--- config.mk ---
export PLATFORM = sky130hd
export DESIGN_NAME = cfi_core
export DESIGN_NICKNAME = d
export VERILOG_FILES = /design/src/logic/cfi_pkg.sv /design/src/logic/cfi_core.sv
export VERILOG_INCLUDE_DIRS = /design/src /design/src/logic
export SDC_FILE = /design/constraint.sdc
export NUM_CORES = 1
export LEC_CHECK = 0
export BUFFER_PORTS_ARGS = -buffer_cell sky130_fd_sc_hd__buf_2
export CORE_ASPECT_RATIO = 0.8
export CORE_UTILIZATION = 30
export CTS_CLUSTER_SIZE = 10
export DETAILED_ROUTE_END_ITERATION = 12
export GPL_TIMING_DRIVEN = 0
export PLACE_DENSITY = 0.45
export SKIP_CTS_REPAIR_TIMING = 1
export SLEW_MARGIN = 10
export SYNTH_ARGS = -nofsm -noshare
export SYNTH_HDL_FRONTEND = slang
export SYNTH_SLANG_ARGS = --single-unit
--- constraint.sdc ---
create_clock -name ref_clk_i -period 40.7 [get_ports ref_clk_i]
set_input_delay 2.035 -clock ref_clk_i [delete_from_list [all_inputs] [get_ports ref_clk_i]]
set_output_delay 2.035 -clock ref_clk_i [all_outputs]
set_load 0.05 [all_outputs]
--- src/logic/cfi_cfg.svh ---
// Purpose: constants for the CPU flag register and fast interrupt gating
// Assumes: 8-bit core, register file addressed 0..255
// Notes: offsets are register file addresses
`ifndef CFI_CFG_SVH
`define CFI_CFG_SVH
`define CFI_FLAGS_ADDR 8'hd5
`define CFI_FVP_HI_ADDR 8'hda
`define CFI_FVP_LO_ADDR 8'hdb
`define CFI_MODE_ADDR 8'hdf
`define CFI_FLAGS_RST 8'h00
`define CFI_MODE_RST 8'h00
`define CFI_BIT_C 7
`define CFI_BIT_Z 6
`define CFI_BIT_S 5
`define CFI_BIT_V 4
`define CFI_BIT_D 3
`define CFI_BIT_H 2
`define CFI_BIT_FIS 1
`define CFI_BIT_BANK 0
`define CFI_MODE_GIE 0
`define CFI_MODE_FEN 1
`define CFI_MODE_LVL_LO 2
`define CFI_MODE_LVL_HI 4
`endif

--- src/logic/cfi_pkg.sv ---
// Purpose: types for the CPU flag and fast interrupt block
// Assumes: used together with cfi_cfg.svh
// Notes: operation codes are the datapath commands of this block
package cfi_pkg;
   typedef enum logic [4:0]
   {
      CFI_NOP = 5'h00, CFI_ADD = 5'h01, CFI_ADC = 5'h02, CFI_SUB = 5'h03,
      CFI_SBC = 5'h04, CFI_AND = 5'h05, CFI_OR = 5'h06, CFI_XOR = 5'h07,
      CFI_INC = 5'h08, CFI_DEC = 5'h09, CFI_INCW = 5'h0a, CFI_DECW = 5'h0b,
      CFI_MULT = 5'h0c, CFI_DIV = 5'h0d, CFI_BSET = 5'h0e, CFI_BCLR = 5'h0f,
      CFI_BCOM = 5'h10, CFI_BTST = 5'h11, CFI_DA = 5'h12, CFI_LD = 5'h13,
      CFI_COM = 5'h14
   } cfi_op_t;
   typedef enum logic [1:0]
   {
      CFI_AM_REG = 2'h0, CFI_AM_WREG = 2'h1
   } cfi_amode_t;
   typedef struct packed
   {
      logic c;
      logic z;
      logic s;
      logic v;
      logic d;
      logic h;
      logic fast_irq_status_flag;
      logic bank;
   } cfi_flags_t;
   typedef struct packed
   {
      cfi_op_t op;
      logic [15:0] a;
      logic [15:0] b;
      logic [2:0] bitn;
      logic [7:0] dst_addr;
   } cfi_cmd_t;
   typedef struct packed
   {
      logic [15:0] res;
      logic [15:0] res_hi;
      logic res_we;
      logic res_word;
      logic test_bit;
   } cfi_res_t;
endpackage

--- src/logic/cfi_core.sv ---
// Purpose: CPU status flags, datapath results and fast interrupt gating
// Assumes: instruction decode outside drives one command per cycle
// Notes: register file writes to the flag, pointer and mode addresses land here
// Operation
// - Fast handling works for hardware-cleared and software-cleared pending sources.
// - The mode register fast enable bit turns fast handling on or off.
// - Global enable and disable instructions gate all interrupts including fast.
// - Bits in a byte are numbered 7 down to 0, bit 0 least.
// - Registers selected by 8-bit address or 4-bit working register address.
// - Two paired registers form one 16-bit data or address value.
// - Any register bit can be set, cleared, complemented and tested.
// - Datapath handles bits, bytes, BCD digits and two-byte words.
// - 16-bit word increment and decrement are single operations.
// - Byte arithmetic includes multiply and divide.
// - Peripheral registers live in the register file; no I/O instructions.
// - Seven addressing modes: register, indirect, indexed, direct, relative, immediate, indirect.
// - Upper four flag bits serve as jump test conditions.
// - Flag bits 3 and 2 hold decimal arithmetic state.
// - Flag bit 1 reads 1 in fast routine, 0 after interrupt return.
// - Flag bit 0 reads 0 for bank 0, 1 for bank 1.
// - Flag register writable by instructions that do not modify flags.
// - AND sets zero and sign flags from its result and clears overflow.
// - Fast status set on fast entry, cleared on return; blocks interrupts, picks fast return.
// - Fast entry swaps pointer and PC, shadows flags; return swaps back, restores.
// - Mode bits 4 to 2 pick the interrupt level for fast handling.
`timescale 1ns/1ps
`include "cfi_cfg.svh"
module cfi_core #(
   parameter int LEVELS = 8
) (
   input wire logic ref_clk_i, // 20 MHz core clock
   input wire logic srst_i, // Synchronous reset, high
   input wire cfi_pkg::cfi_cmd_t cmd_i, // Datapath command
   input wire logic [3:0] cond_i, // Jump condition select
   input wire logic [7:0] wr_addr_i, // Register file write address
   input wire logic [7:0] wr_data_i, // Register file write data
   input wire logic wr_en_i, // Register file write strobe
   input wire logic [3:0] wreg_i, // Working register number
   input wire logic [4:0] wptr_i, // Working register pointer bits
   input wire cfi_pkg::cfi_amode_t amode_i, // Address form
   input wire logic [7:0] raddr_i, // Direct register address
   input wire logic [7:0] pair_hi_i, // Paired register high byte
   input wire logic [7:0] pair_lo_i, // Paired register low byte
   input wire logic gie_on_i, // Global interrupt enable instruction
   input wire logic gie_off_i, // Global interrupt disable instruction
   input wire logic bank0_i, // Bank zero select instruction
   input wire logic bank1_i, // Bank one select instruction
   input wire logic [LEVELS-1:0] irq_req_i, // Qualified request per level
   input wire logic irq_ack_i, // Instruction boundary, take interrupt
   input wire logic interrupt_return_instr_i, // Interrupt return instruction
   input wire logic [15:0] pc_i, // Current program counter
   output cfi_pkg::cfi_flags_t flags_o, // Status flag register
   output logic [7:0] mode_o, // System mode register
   output logic [15:0] fvp_o, // Fast vector pointer
   output cfi_pkg::cfi_res_t res_o, // Datapath result
   output logic [7:0] sel_addr_o, // Selected register address
   output logic [15:0] pair_o, // Paired 16-bit value
   output logic cond_true_o, // Jump condition met
   output logic irq_take_o, // Interrupt accepted this cycle
   output logic fast_take_o, // Accepted interrupt is the fast one
   output logic fast_ret_o, // Return takes the fast path
   output logic pc_load_o, // Load PC with pc_new_o
   output logic [15:0] pc_new_o // New program counter
);
   cfi_pkg::cfi_flags_t flags_q;
   cfi_pkg::cfi_flags_t shadow_q;
   cfi_pkg::cfi_flags_t next_flags;
   logic [7:0] mode_q;
   logic [15:0] fvp_q;
   cfi_pkg::cfi_res_t next_res;
   logic [2:0] fast_lvl;
   logic any_req;
   logic [7:0] fl_vec;

   // Bit number 0 is the least significant position
   function automatic logic pick_bit(input logic [7:0] v, input logic [2:0] n);
      pick_bit = v[n];
   endfunction

   function automatic logic [7:0] mask_of(input logic [2:0] n);
      mask_of = 8'h01 << n;
   endfunction

   assign fast_lvl = mode_q[`CFI_MODE_LVL_HI:`CFI_MODE_LVL_LO];
   assign any_req = |irq_req_i;

   // Pending-bit clearing is outside; fast path depends on accepted take, mode fast enable bit and level
   always_comb
   begin
      irq_take_o = irq_ack_i && any_req && mode_q[`CFI_MODE_GIE] && !flags_q.fast_irq_status_flag;
      fast_take_o = irq_take_o && mode_q[`CFI_MODE_FEN] && irq_req_i[fast_lvl];
      fast_ret_o = interrupt_return_instr_i && flags_q.fast_irq_status_flag;
      pc_load_o = fast_take_o || fast_ret_o;
      pc_new_o = fvp_q;
   end

   // Fast vector pointer swaps with PC on entry and on fast return
   always_ff @(posedge ref_clk_i)
   begin
      if (srst_i)
         fvp_q <= 16'h0000;
      else if (fast_take_o || fast_ret_o)
         fvp_q <= pc_i;
      else if (wr_en_i && wr_addr_i == `CFI_FVP_HI_ADDR)
         fvp_q[15:8] <= wr_data_i;
      else if (wr_en_i && wr_addr_i == `CFI_FVP_LO_ADDR)
         fvp_q[7:0] <= wr_data_i;
   end

   // Mode register; global enable cleared on normal entry, set on normal return
   always_ff @(posedge ref_clk_i)
   begin
      if (srst_i)
         mode_q <= `CFI_MODE_RST;
      else
      begin
         if (wr_en_i && wr_addr_i == `CFI_MODE_ADDR)
            mode_q <= wr_data_i;
         if (gie_on_i || (interrupt_return_instr_i && !flags_q.fast_irq_status_flag))
            mode_q[`CFI_MODE_GIE] <= 1'b1;
         if (gie_off_i || (irq_take_o && !fast_take_o))
            mode_q[`CFI_MODE_GIE] <= 1'b0;
      end
   end

   // Datapath arithmetic and logic
   always_comb
   begin
      logic [8:0] sum;
      logic [16:0] wsum;
      logic [7:0] lo;
      logic cin;
      sum = 9'h000;
      wsum = 17'h00000;
      lo = 8'h00;
      cin = flags_q.c;
      next_res = '0;
      next_flags = flags_q;
      case (cmd_i.op)
         cfi_pkg::CFI_ADD, cfi_pkg::CFI_ADC:
         begin
            sum = {1'b0, cmd_i.a[7:0]} + {1'b0, cmd_i.b[7:0]}
               + {8'h00, cmd_i.op == cfi_pkg::CFI_ADC && cin};
            lo = sum[7:0];
            next_flags.c = sum[8];
            next_flags.v = (cmd_i.a[7] == cmd_i.b[7]) && (lo[7] != cmd_i.a[7]);
            next_flags.h = (cmd_i.a[3:0] + cmd_i.b[3:0]) > 5'h0f;
            next_flags.d = 1'b0;
         end
         cfi_pkg::CFI_SUB, cfi_pkg::CFI_SBC:
         begin
            sum = {1'b0, cmd_i.a[7:0]} - {1'b0, cmd_i.b[7:0]}
               - {8'h00, cmd_i.op == cfi_pkg::CFI_SBC && cin};
            lo = sum[7:0];
            next_flags.c = sum[8];
            next_flags.v = (cmd_i.a[7] != cmd_i.b[7]) && (lo[7] != cmd_i.a[7]);
            next_flags.h = cmd_i.a[3:0] < cmd_i.b[3:0];
            next_flags.d = 1'b1;
         end
         cfi_pkg::CFI_AND: lo = cmd_i.a[7:0] & cmd_i.b[7:0];
         cfi_pkg::CFI_OR: lo = cmd_i.a[7:0] | cmd_i.b[7:0];
         cfi_pkg::CFI_XOR: lo = cmd_i.a[7:0] ^ cmd_i.b[7:0];
         cfi_pkg::CFI_COM: lo = ~cmd_i.a[7:0];
         cfi_pkg::CFI_INC: lo = cmd_i.a[7:0] + 8'h01;
         cfi_pkg::CFI_DEC: lo = cmd_i.a[7:0] - 8'h01;
         cfi_pkg::CFI_DA:
         begin
            lo = cmd_i.a[7:0];
            if (!flags_q.d)
               lo = lo + ((flags_q.h || lo[3:0] > 4'h9) ? 8'h06 : 8'h00)
                  + ((flags_q.c || cmd_i.a[7:0] > 8'h99) ? 8'h60 : 8'h00);
            else
               lo = lo - (flags_q.h ? 8'h06 : 8'h00) - (flags_q.c ? 8'h60 : 8'h00);
            next_flags.c = flags_q.c || (!flags_q.d && cmd_i.a[7:0] > 8'h99);
         end
         default: lo = 8'h00;
      endcase
      case (cmd_i.op)
         cfi_pkg::CFI_ADD, cfi_pkg::CFI_ADC, cfi_pkg::CFI_SUB, cfi_pkg::CFI_SBC,
         cfi_pkg::CFI_AND, cfi_pkg::CFI_OR, cfi_pkg::CFI_XOR, cfi_pkg::CFI_COM,
         cfi_pkg::CFI_INC, cfi_pkg::CFI_DEC, cfi_pkg::CFI_DA:
         begin
            next_res.res = {8'h00, lo};
            next_res.res_we = 1'b1;
            next_flags.z = lo == 8'h00;
            next_flags.s = lo[7];
            if (cmd_i.op inside {cfi_pkg::CFI_AND, cfi_pkg::CFI_OR,
                                 cfi_pkg::CFI_XOR, cfi_pkg::CFI_COM})
               next_flags.v = 1'b0;
         end
         cfi_pkg::CFI_INCW, cfi_pkg::CFI_DECW:
         begin
            wsum = (cmd_i.op == cfi_pkg::CFI_INCW) ? {1'b0, cmd_i.a} + 17'h00001
               : {1'b0, cmd_i.a} - 17'h00001;
            next_res.res = wsum[15:0];
            next_res.res_we = 1'b1;
            next_res.res_word = 1'b1;
            next_flags.z = wsum[15:0] == 16'h0000;
            next_flags.s = wsum[15];
         end
         cfi_pkg::CFI_MULT:
         begin
            next_res.res = cmd_i.a[7:0] * cmd_i.b[7:0];
            next_res.res_we = 1'b1;
            next_res.res_word = 1'b1;
            next_flags.z = next_res.res == 16'h0000;
            next_flags.s = next_res.res[15];
         end
         cfi_pkg::CFI_DIV:
         begin
            next_res.res_we = 1'b1;
            next_res.res_word = 1'b1;
            if (cmd_i.b[7:0] == 8'h00)
            begin
               next_res.res = 16'hffff;
               next_flags.v = 1'b1;
            end
            else
            begin
               next_res.res = cmd_i.a / {8'h00, cmd_i.b[7:0]};
               next_res.res_hi = cmd_i.a % {8'h00, cmd_i.b[7:0]};
               next_flags.v = 1'b0;
            end
            next_flags.z = next_res.res == 16'h0000;
         end
         cfi_pkg::CFI_BSET, cfi_pkg::CFI_BCLR, cfi_pkg::CFI_BCOM:
         begin
            next_res.res_we = 1'b1;
            case (cmd_i.op)
               cfi_pkg::CFI_BSET: next_res.res = {8'h00, cmd_i.a[7:0] | mask_of(cmd_i.bitn)};
               cfi_pkg::CFI_BCLR: next_res.res = {8'h00, cmd_i.a[7:0] & ~mask_of(cmd_i.bitn)};
               default: next_res.res = {8'h00, cmd_i.a[7:0] ^ mask_of(cmd_i.bitn)};
            endcase
         end
         cfi_pkg::CFI_BTST:
         begin
            next_res.test_bit = pick_bit(cmd_i.a[7:0], cmd_i.bitn);
            next_flags.z = !next_res.test_bit;
         end
         cfi_pkg::CFI_LD:
         begin
            next_res.res = {8'h00, cmd_i.b[7:0]};
            next_res.res_we = 1'b1;
         end
         default: next_res.res_we = 1'b0;
      endcase
   end

   always_ff @(posedge ref_clk_i)
   begin
      if (srst_i)
         res_o <= '0;
      else
         res_o <= next_res;
   end

   // Flag register: plain writes, datapath updates, bank and fast interrupt effects
   always_ff @(posedge ref_clk_i)
   begin
      if (srst_i)
      begin
         flags_q <= `CFI_FLAGS_RST;
         shadow_q <= `CFI_FLAGS_RST;
      end
      else if (fast_take_o)
      begin
         shadow_q <= flags_q;
         flags_q.fast_irq_status_flag <= 1'b1;
      end
      else if (fast_ret_o)
      begin
         flags_q <= shadow_q;
         flags_q.fast_irq_status_flag <= 1'b0;
      end
      else
      begin
         // Flag-updating op aimed at the flag address is undefined; datapath wins
         if (wr_en_i && wr_addr_i == `CFI_FLAGS_ADDR)
            flags_q <= wr_data_i;
         // Bit set, clear and complement leave the flags alone, so a direct write lands
         if (!(cmd_i.op inside {cfi_pkg::CFI_NOP, cfi_pkg::CFI_LD, cfi_pkg::CFI_BSET,
                                cfi_pkg::CFI_BCLR, cfi_pkg::CFI_BCOM}))
            flags_q <= next_flags;
         if (bank0_i)
            flags_q.bank <= 1'b0;
         if (bank1_i)
            flags_q.bank <= 1'b1;
      end
   end

   // Condition codes use only the upper four flags
   assign fl_vec = flags_q;
   always_comb
   begin
      case (cond_i)
         4'h0: cond_true_o = 1'b0;
         4'h8: cond_true_o = 1'b1;
         4'h7: cond_true_o = pick_bit(fl_vec, 3'(`CFI_BIT_C));
         4'hf: cond_true_o = !pick_bit(fl_vec, 3'(`CFI_BIT_C));
         4'h6: cond_true_o = pick_bit(fl_vec, 3'(`CFI_BIT_Z));
         4'he: cond_true_o = !pick_bit(fl_vec, 3'(`CFI_BIT_Z));
         4'h5: cond_true_o = pick_bit(fl_vec, 3'(`CFI_BIT_S));
         4'hd: cond_true_o = !pick_bit(fl_vec, 3'(`CFI_BIT_S));
         4'h4: cond_true_o = pick_bit(fl_vec, 3'(`CFI_BIT_V));
         4'hc: cond_true_o = !pick_bit(fl_vec, 3'(`CFI_BIT_V));
         4'h1: cond_true_o = flags_q.s ^ flags_q.v;
         4'h9: cond_true_o = !(flags_q.s ^ flags_q.v);
         4'h2: cond_true_o = flags_q.z || (flags_q.s ^ flags_q.v);
         4'ha: cond_true_o = !(flags_q.z || (flags_q.s ^ flags_q.v));
         4'h3: cond_true_o = flags_q.c || flags_q.z;
         default: cond_true_o = !(flags_q.c || flags_q.z);
      endcase
   end

   // Register selection and pairing; addressing-mode effective address is upstream
   always_comb
   begin
      sel_addr_o = (amode_i == cfi_pkg::CFI_AM_WREG) ? {wptr_i[4:1], wreg_i} : raddr_i;
      pair_o = {pair_hi_i, pair_lo_i};
   end

   assign flags_o = flags_q;
   assign mode_o = mode_q;
   assign fvp_o = fvp_q;
endmodule

==> results of run 1 <==
-- through the flow --
stage,hold WS [ns],util,std cells
2_1_floorplan,0.455,-,1902
3_3_place_gp,0.473,0.343,2740
3_5_place_dp,0.475,0.344,2742
4_1_cts,0.490,0.350,2758
5_1_grt,0.518,0.352,2763
6_report,0.487,0.352,2763
-- worst max-delay path: cells and delay by family --
family                   cells  cell delay (ns)
AND/OR/NAND/NOR             29             6.63
AO/OA/AOI/OAI               74            17.49
multiplexers                 9             3.00
adder cells (fa/ha/maj)     16             5.13
buffers and inverters       18             4.04
-- path summary, 6_finish.rpt --
path | slack (ns) | cells past startpoint | end | startpoint
max reg2reg | 35.57 | 16 | flags_o[6]$_SDFFE_PP0P_ | flags_o[7]$_SDFFE_PP0P_
max | 2.59 | 146 | flags_o[6]$_SDFFE_PP0P_ | cmd_i[11]
min | 0.49 | 2 | flags_o[4]$_SDFFE_PP0P_ | shadow_q[4]$_SDFFE_PP0P_
min reg2reg | 0.49 | 2 | flags_o[4]$_SDFFE_PP0P_ | shadow_q[4]$_SDFFE_PP0P_
-- cells in the mapped netlist, types with 8 or more instances --
master    count  share of area
nor3_1       58          0.020
o21a_1       39          0.020
nor2b_1      23         0.0097
o21bai_1     18         0.0091
inv_1       127          0.032
dfxtp_1      74           0.10
or2_2        11         0.0046
nor4_1       11         0.0046
o21ai_0      72          0.024
nor2_1      193          0.049
nand2_1     138          0.035
ha_1        225           0.19
nand2b_1     17         0.0072
fa_1         45          0.061
or4_1        10         0.0051
mux2_2       37          0.028
nor3b_1      10         0.0051
and3_1       12         0.0051
nand4_1      13         0.0055
mux2i_1      59          0.040
o211ai_1     17         0.0086
clkbuf_1     62          0.016
a21oi_1     129          0.043
a211oi_1     32          0.016
nand3_1      29         0.0098
a31oi_1      18         0.0076
buf_4        34          0.017
or3_1        20         0.0084
xor2_1       38          0.022
a21o_1       41          0.021
xnor2_1      77          0.045
a22oi_1      12         0.0061
a221oi_1     17          0.010
o31ai_1      18         0.0091
and2_1        8         0.0034
-- routing by layer --
| layer | vias to the layer above | global-route usage |
|---|---|---|
| li1 | 7356 | - |
| met1 | 7043 | 0.303 |
| met2 | 347 | 0.319 |
| met3 | 54 | 0.0411 |
| met4 | 0 | 0.0528 |
| met5 | - | 0 |
-- flip-flops by register name, summed over array words and instances (netlist names) --
register and count:
mode_o 8, res_o 35, fvp_o 16, shadow_q 7
flags_o 8
-- area by class of cell --
| type | instances | share of cell area |
|---|---|---|
| inverter | 129 | 0.0285 |
| sequential | 74 | 0.0865 |
| buffer | 109 | 0.0334 |
| clock buffer | 12 | 0.0150 |
| timing repair buffer | 215 | 0.0637 |
| multi-input combinational | 1590 | 0.722 |
| timing repair inverter | 1 | 0.000292 |
| tap | 629 | 0.0460 |
| clock inverter | 4 | 0.00431 |
-- logic make-up (layout without fill, tap and decap cells) --
| group | after synthesis | count (layout) | share of synthesized area |
|---|---|---|---|
| multiplexers | 105 | 105 | 0.0785 |
| XOR/XNOR | 115 | 115 | 0.0678 |
| buffers and inverters | 238 | 470 | 0.0708 |
| AND/OR/NAND/NOR | 587 | 587 | 0.193 |
| flip-flops | 74 | 74 | 0.0997 |
| adder cells (fa/ha/maj) | 271 | 271 | 0.251 |
| AO/OA/AOI/OAI | 512 | 512 | 0.239 |
==> impl_metrics.ini, run 1 <==
[clocking]
cts.path.max_buffers = 2
tritoncts = yes
path_clk_slew_ns = 0.06
clk_latency_ns = 0.37
htreeDepth = 3
numCtsBuffers = 9
cts.sinks = 74
cts_root_buffer = clkbuf_16

[sta]
post-route-min-period_ns = 38.11
rsz0062_at_grt = no
fin_crit_sh = 0.936
postLayoutSetupSlackWorst_ns = 2.59
setup_violations = 0
skew_ns = 0.00704
hold_violations = 0
worst_pin_slew_ns = 1.18
setup_tns_ns = 0
final_max_slew_viol_count = 0
fmax_mhz = 26.2
slew_headroom = 0.210

[detailed_routing]
drt_iter0_drc = 868
drt-met1-wl_mm = 26.9
top_layer_used = met4
finalWirelength_mm = 53.6
first_pass_iters = 5
dr_total_vias = 14800
wl_met2_mm = 22.8
met3_wirelength_mm = 2.91
drc = 0
ant_nets = 0
routedWlPerCell_um = 19.4
viasPerCell = 5.36

[finish]
fin_nets = 2535
multiInputGateArea_um2 = 12400
drive_gt1_frac = 0.175
syn2layout_area_growth_pct = 15.3
num_antenna_cells = 0
regArea_um2 = 1480
final_cell_mix = ha_1, buf_2, nor2_1
final_common_cell = ha_1
postLayoutCellArea_um2 = 17100
fill_cells = 5245

[placed_design]
place.gp.congestion = 0.889
dpl_cell_area_um2 = 16700
dpl.hpwl_mm = 43.2
dp_slack_ns = 0.567
io_buffer_count = 209

[grt]
grt_overflow_total = 0
grt_max_degree = 28
track_usage = 0.211
grt_pass1_wl_mm = 82.9
first_global_vias = 14400
antenna_found_initial = 0

[yosys]
avgSynthCellArea_um2 = 7.81
syn_area_um2 = 14900
synth_nets = 2308
ys_types = 100
synth_warnings = 0
netlist_instances = 1902
synth_edf_count = 0
synth_flop_cell = dfxtp_1
ys_seq_area_frac = 0.0997
ys_ff_latch = 74
synth_async_sr_flop_share = 0

[floorplanning]
dieArea_um2 = 50400
rows = 72
io-pin-count = 248
die_w_um = 251
core_area_um2 = 48600
initial_utilization = 0.305
fp.dieH_um = 201

[worst_setup_path]
cp_slowest_cell = or4_4
path_class = primary input to flip-flop
critPathCaptureType = flip-flop
worstPathMaxFanout = 12
arrival_ns = 38.39
setup.worst_path.start_class = primary input
cp.required_ns = 40.99
slowest_delay_ns = 0.65
crit_top_cell = o21a_1

[min_path]
holdCritPathClass = flip-flop to flip-flop

[job]
drv_cap = 0

[run_status]
status = complete, no violations
Power of run 1 is not shown: default switching activity piles up to over one toggle a cycle in this logic, so the estimate is an artifact.
==> run 2, diff against run 1 <==
--- a/config.mk
+++ b/config.mk
@@ -12,7 +12,6 @@
 export CTS_CLUSTER_SIZE = 10
 export DETAILED_ROUTE_END_ITERATION = 12
 export GPL_TIMING_DRIVEN = 0
-export PLACE_DENSITY = 0.45
 export SKIP_CTS_REPAIR_TIMING = 1
 export SLEW_MARGIN = 10
 export SYNTH_ARGS = -nofsm -noshare
==> impl_metrics.ini, run 2 (synthesis gave the netlist of run 1 again) <==
[finish]
largest_reg_flops = 35
final_cell_mix = ha_1, buf_2, nor2_1
top_register = res_o
syn2layout_area_growth_pct = 14.9
final_common_cell = ha_1
fin_nets = 2535
drive_gt1_frac = 0.175
fill_cells = 5121

[run_status]
status = complete, no violations

[clocking]
cts.sinks = 74
cts_root_buffer = clkbuf_16
path_clk_slew_ns = 0.06
cts.path.max_buffers = 2
clk_latency_ns = 0.36
htreeDepth = 3
tritoncts = yes
numCtsBuffers = 9

[worst_setup_path]
cp.depth = 146
cp.required_ns = 40.97
cp_slowest_cell = or4_4
r2r_slack_ns = 35.74
slowest_delay_ns = 0.64
worstPathMaxFanout = 12
cp.buffers_inverters = 19
reg2reg_depth = 16
arrival_ns = 38.23
crit_top_cell = o21a_1
crit_family = compound AO/OA/AOI/OAI gates
r2r_start = flags_o[7]$_SDFFE_PP0P_
critPathCaptureType = flip-flop
r2r_end = flags_o[6]$_SDFFE_PP0P_
path_class = primary input to flip-flop
setup.worst_path.start_class = primary input
crit_start = cmd_i[11]

[floorplanning]
die_w_um = 251
fp.dieH_um = 201
rows = 72
core_area_um2 = 48600
dieArea_um2 = 50400
initial_utilization = 0.305
io-pin-count = 248

[grt]
track_usage = 0.201
grt_max_degree = 28
antenna_found_initial = 1
grt_overflow_total = 0
grt_pass1_wl_mm = 81.3
first_global_vias = 14700

[job]
drv_cap = 0

[detailed_routing]
dr_total_vias = 15200
drc = 0
ant_nets = 0
finalWirelength_mm = 52.4
routedWlPerCell_um = 19.0
first_pass_iters = 5
viasPerCell = 5.50
drt_iter0_drc = 1050

[sta]
rsz0062_at_grt = no
setup_violations = 0
fin_crit_sh = 0.933
fmax_mhz = 26.3
setup_tns_ns = 0
final_max_slew_viol_count = 0
post-route-min-period_ns = 37.97
hold_violations = 0
slew_headroom = 0.142
worst_pin_slew_ns = 1.28
skew_ns = 0.0114

[placed_design]
place.gp.congestion = 0.955
dpl.hpwl_mm = 42.2
io_buffer_count = 209

[min_path]
holdCritPathClass = flip-flop to flip-flop
holdPathEnd = flags_o[4]$_SDFFE_PP0P_
whs_path_depth = 2
min_from = shadow_q[4]$_SDFFE_PP0P_
[run 2: worst max-delay path by stage]
stage                                          to  slack [ns]
after detailed placement  flags_o[6]$_SDFFE_PP0P_        1.07
after global routing      flags_o[6]$_SDFFE_PP0P_        0.13
after floorplan           flags_o[6]$_SDFFE_PP0P_        7.76
final                     flags_o[6]$_SDFFE_PP0P_        2.73
after CTS                 flags_o[6]$_SDFFE_PP0P_        1.36
after global placement    flags_o[6]$_SDFFE_PP0P_        1.85
[run 2: final cells by class]
class | count | area, um^2 | area share
diodes | 1 | 2.50 | 0.000147
clock buffers | 12 | 267 | 0.0156
inverters | 129 | 488 | 0.0286
multi-input cells | 1590 | 12400 | 0.724
clock inverters | 4 | 25.0 | 0.00147
repair buffers | 215 | 1090 | 0.0639
plain buffers | 109 | 571 | 0.0334
flip-flops and latches | 74 | 1480 | 0.0867
repair inverters | 1 | 5.00 | 0.000293
well taps | 629 | 787 | 0.0461
[run 2: per-layer routing]
metal  vias to the layer above  wire length (um)  track usage
met5                         -                 0            0
met4                         0               534       0.0368
met2                       546             22900        0.318
met1                      7302             24900        0.287
li1                       7332                 -            -
met3                        32              4020       0.0338
[run 2: metrics by stage]
| stage | worst slack, ns | instances | utilization | hold slack [ns] | instance area (um^2) |
|---|---|---|---|---|---|
| 6_report | 2.73 | 2764 | 0.351 | 0.489 | 17100 |
| 5_1_grt | 0.127 | 2764 | 0.351 | 0.514 | 17100 |
| 4_1_cts | 1.36 | 2758 | 0.350 | 0.490 | 17000 |
| 3_5_place_dp | 1.07 | 2742 | 0.344 | 0.479 | 16700 |
| 3_3_place_gp | 1.85 | 2740 | 0.343 | 0.464 | 16700 |
| 2_1_floorplan | 7.76 | 1902 | - | 0.455 | 14900 |
[run 2: worst reg2reg max path: stages, from the launching register on]
cell and delay [ns]:
dfxtp_1 0.71, nand4b_1 0.23, fa_1 0.46, ha_1 0.31, a211oi_1 0.37, nor2b_1 0.10
o21a_1 0.18, o21ai_0 0.19, nand2b_1 0.08, a21oi_1 0.17, xnor2_1 0.14, a221o_1 0.40
a221oi_1 0.62, a311oi_1 0.32, o41ai_1 0.14, a31oi_1 0.17, a221oi_2 0.30
Power of run 2 is left out for the same reason.
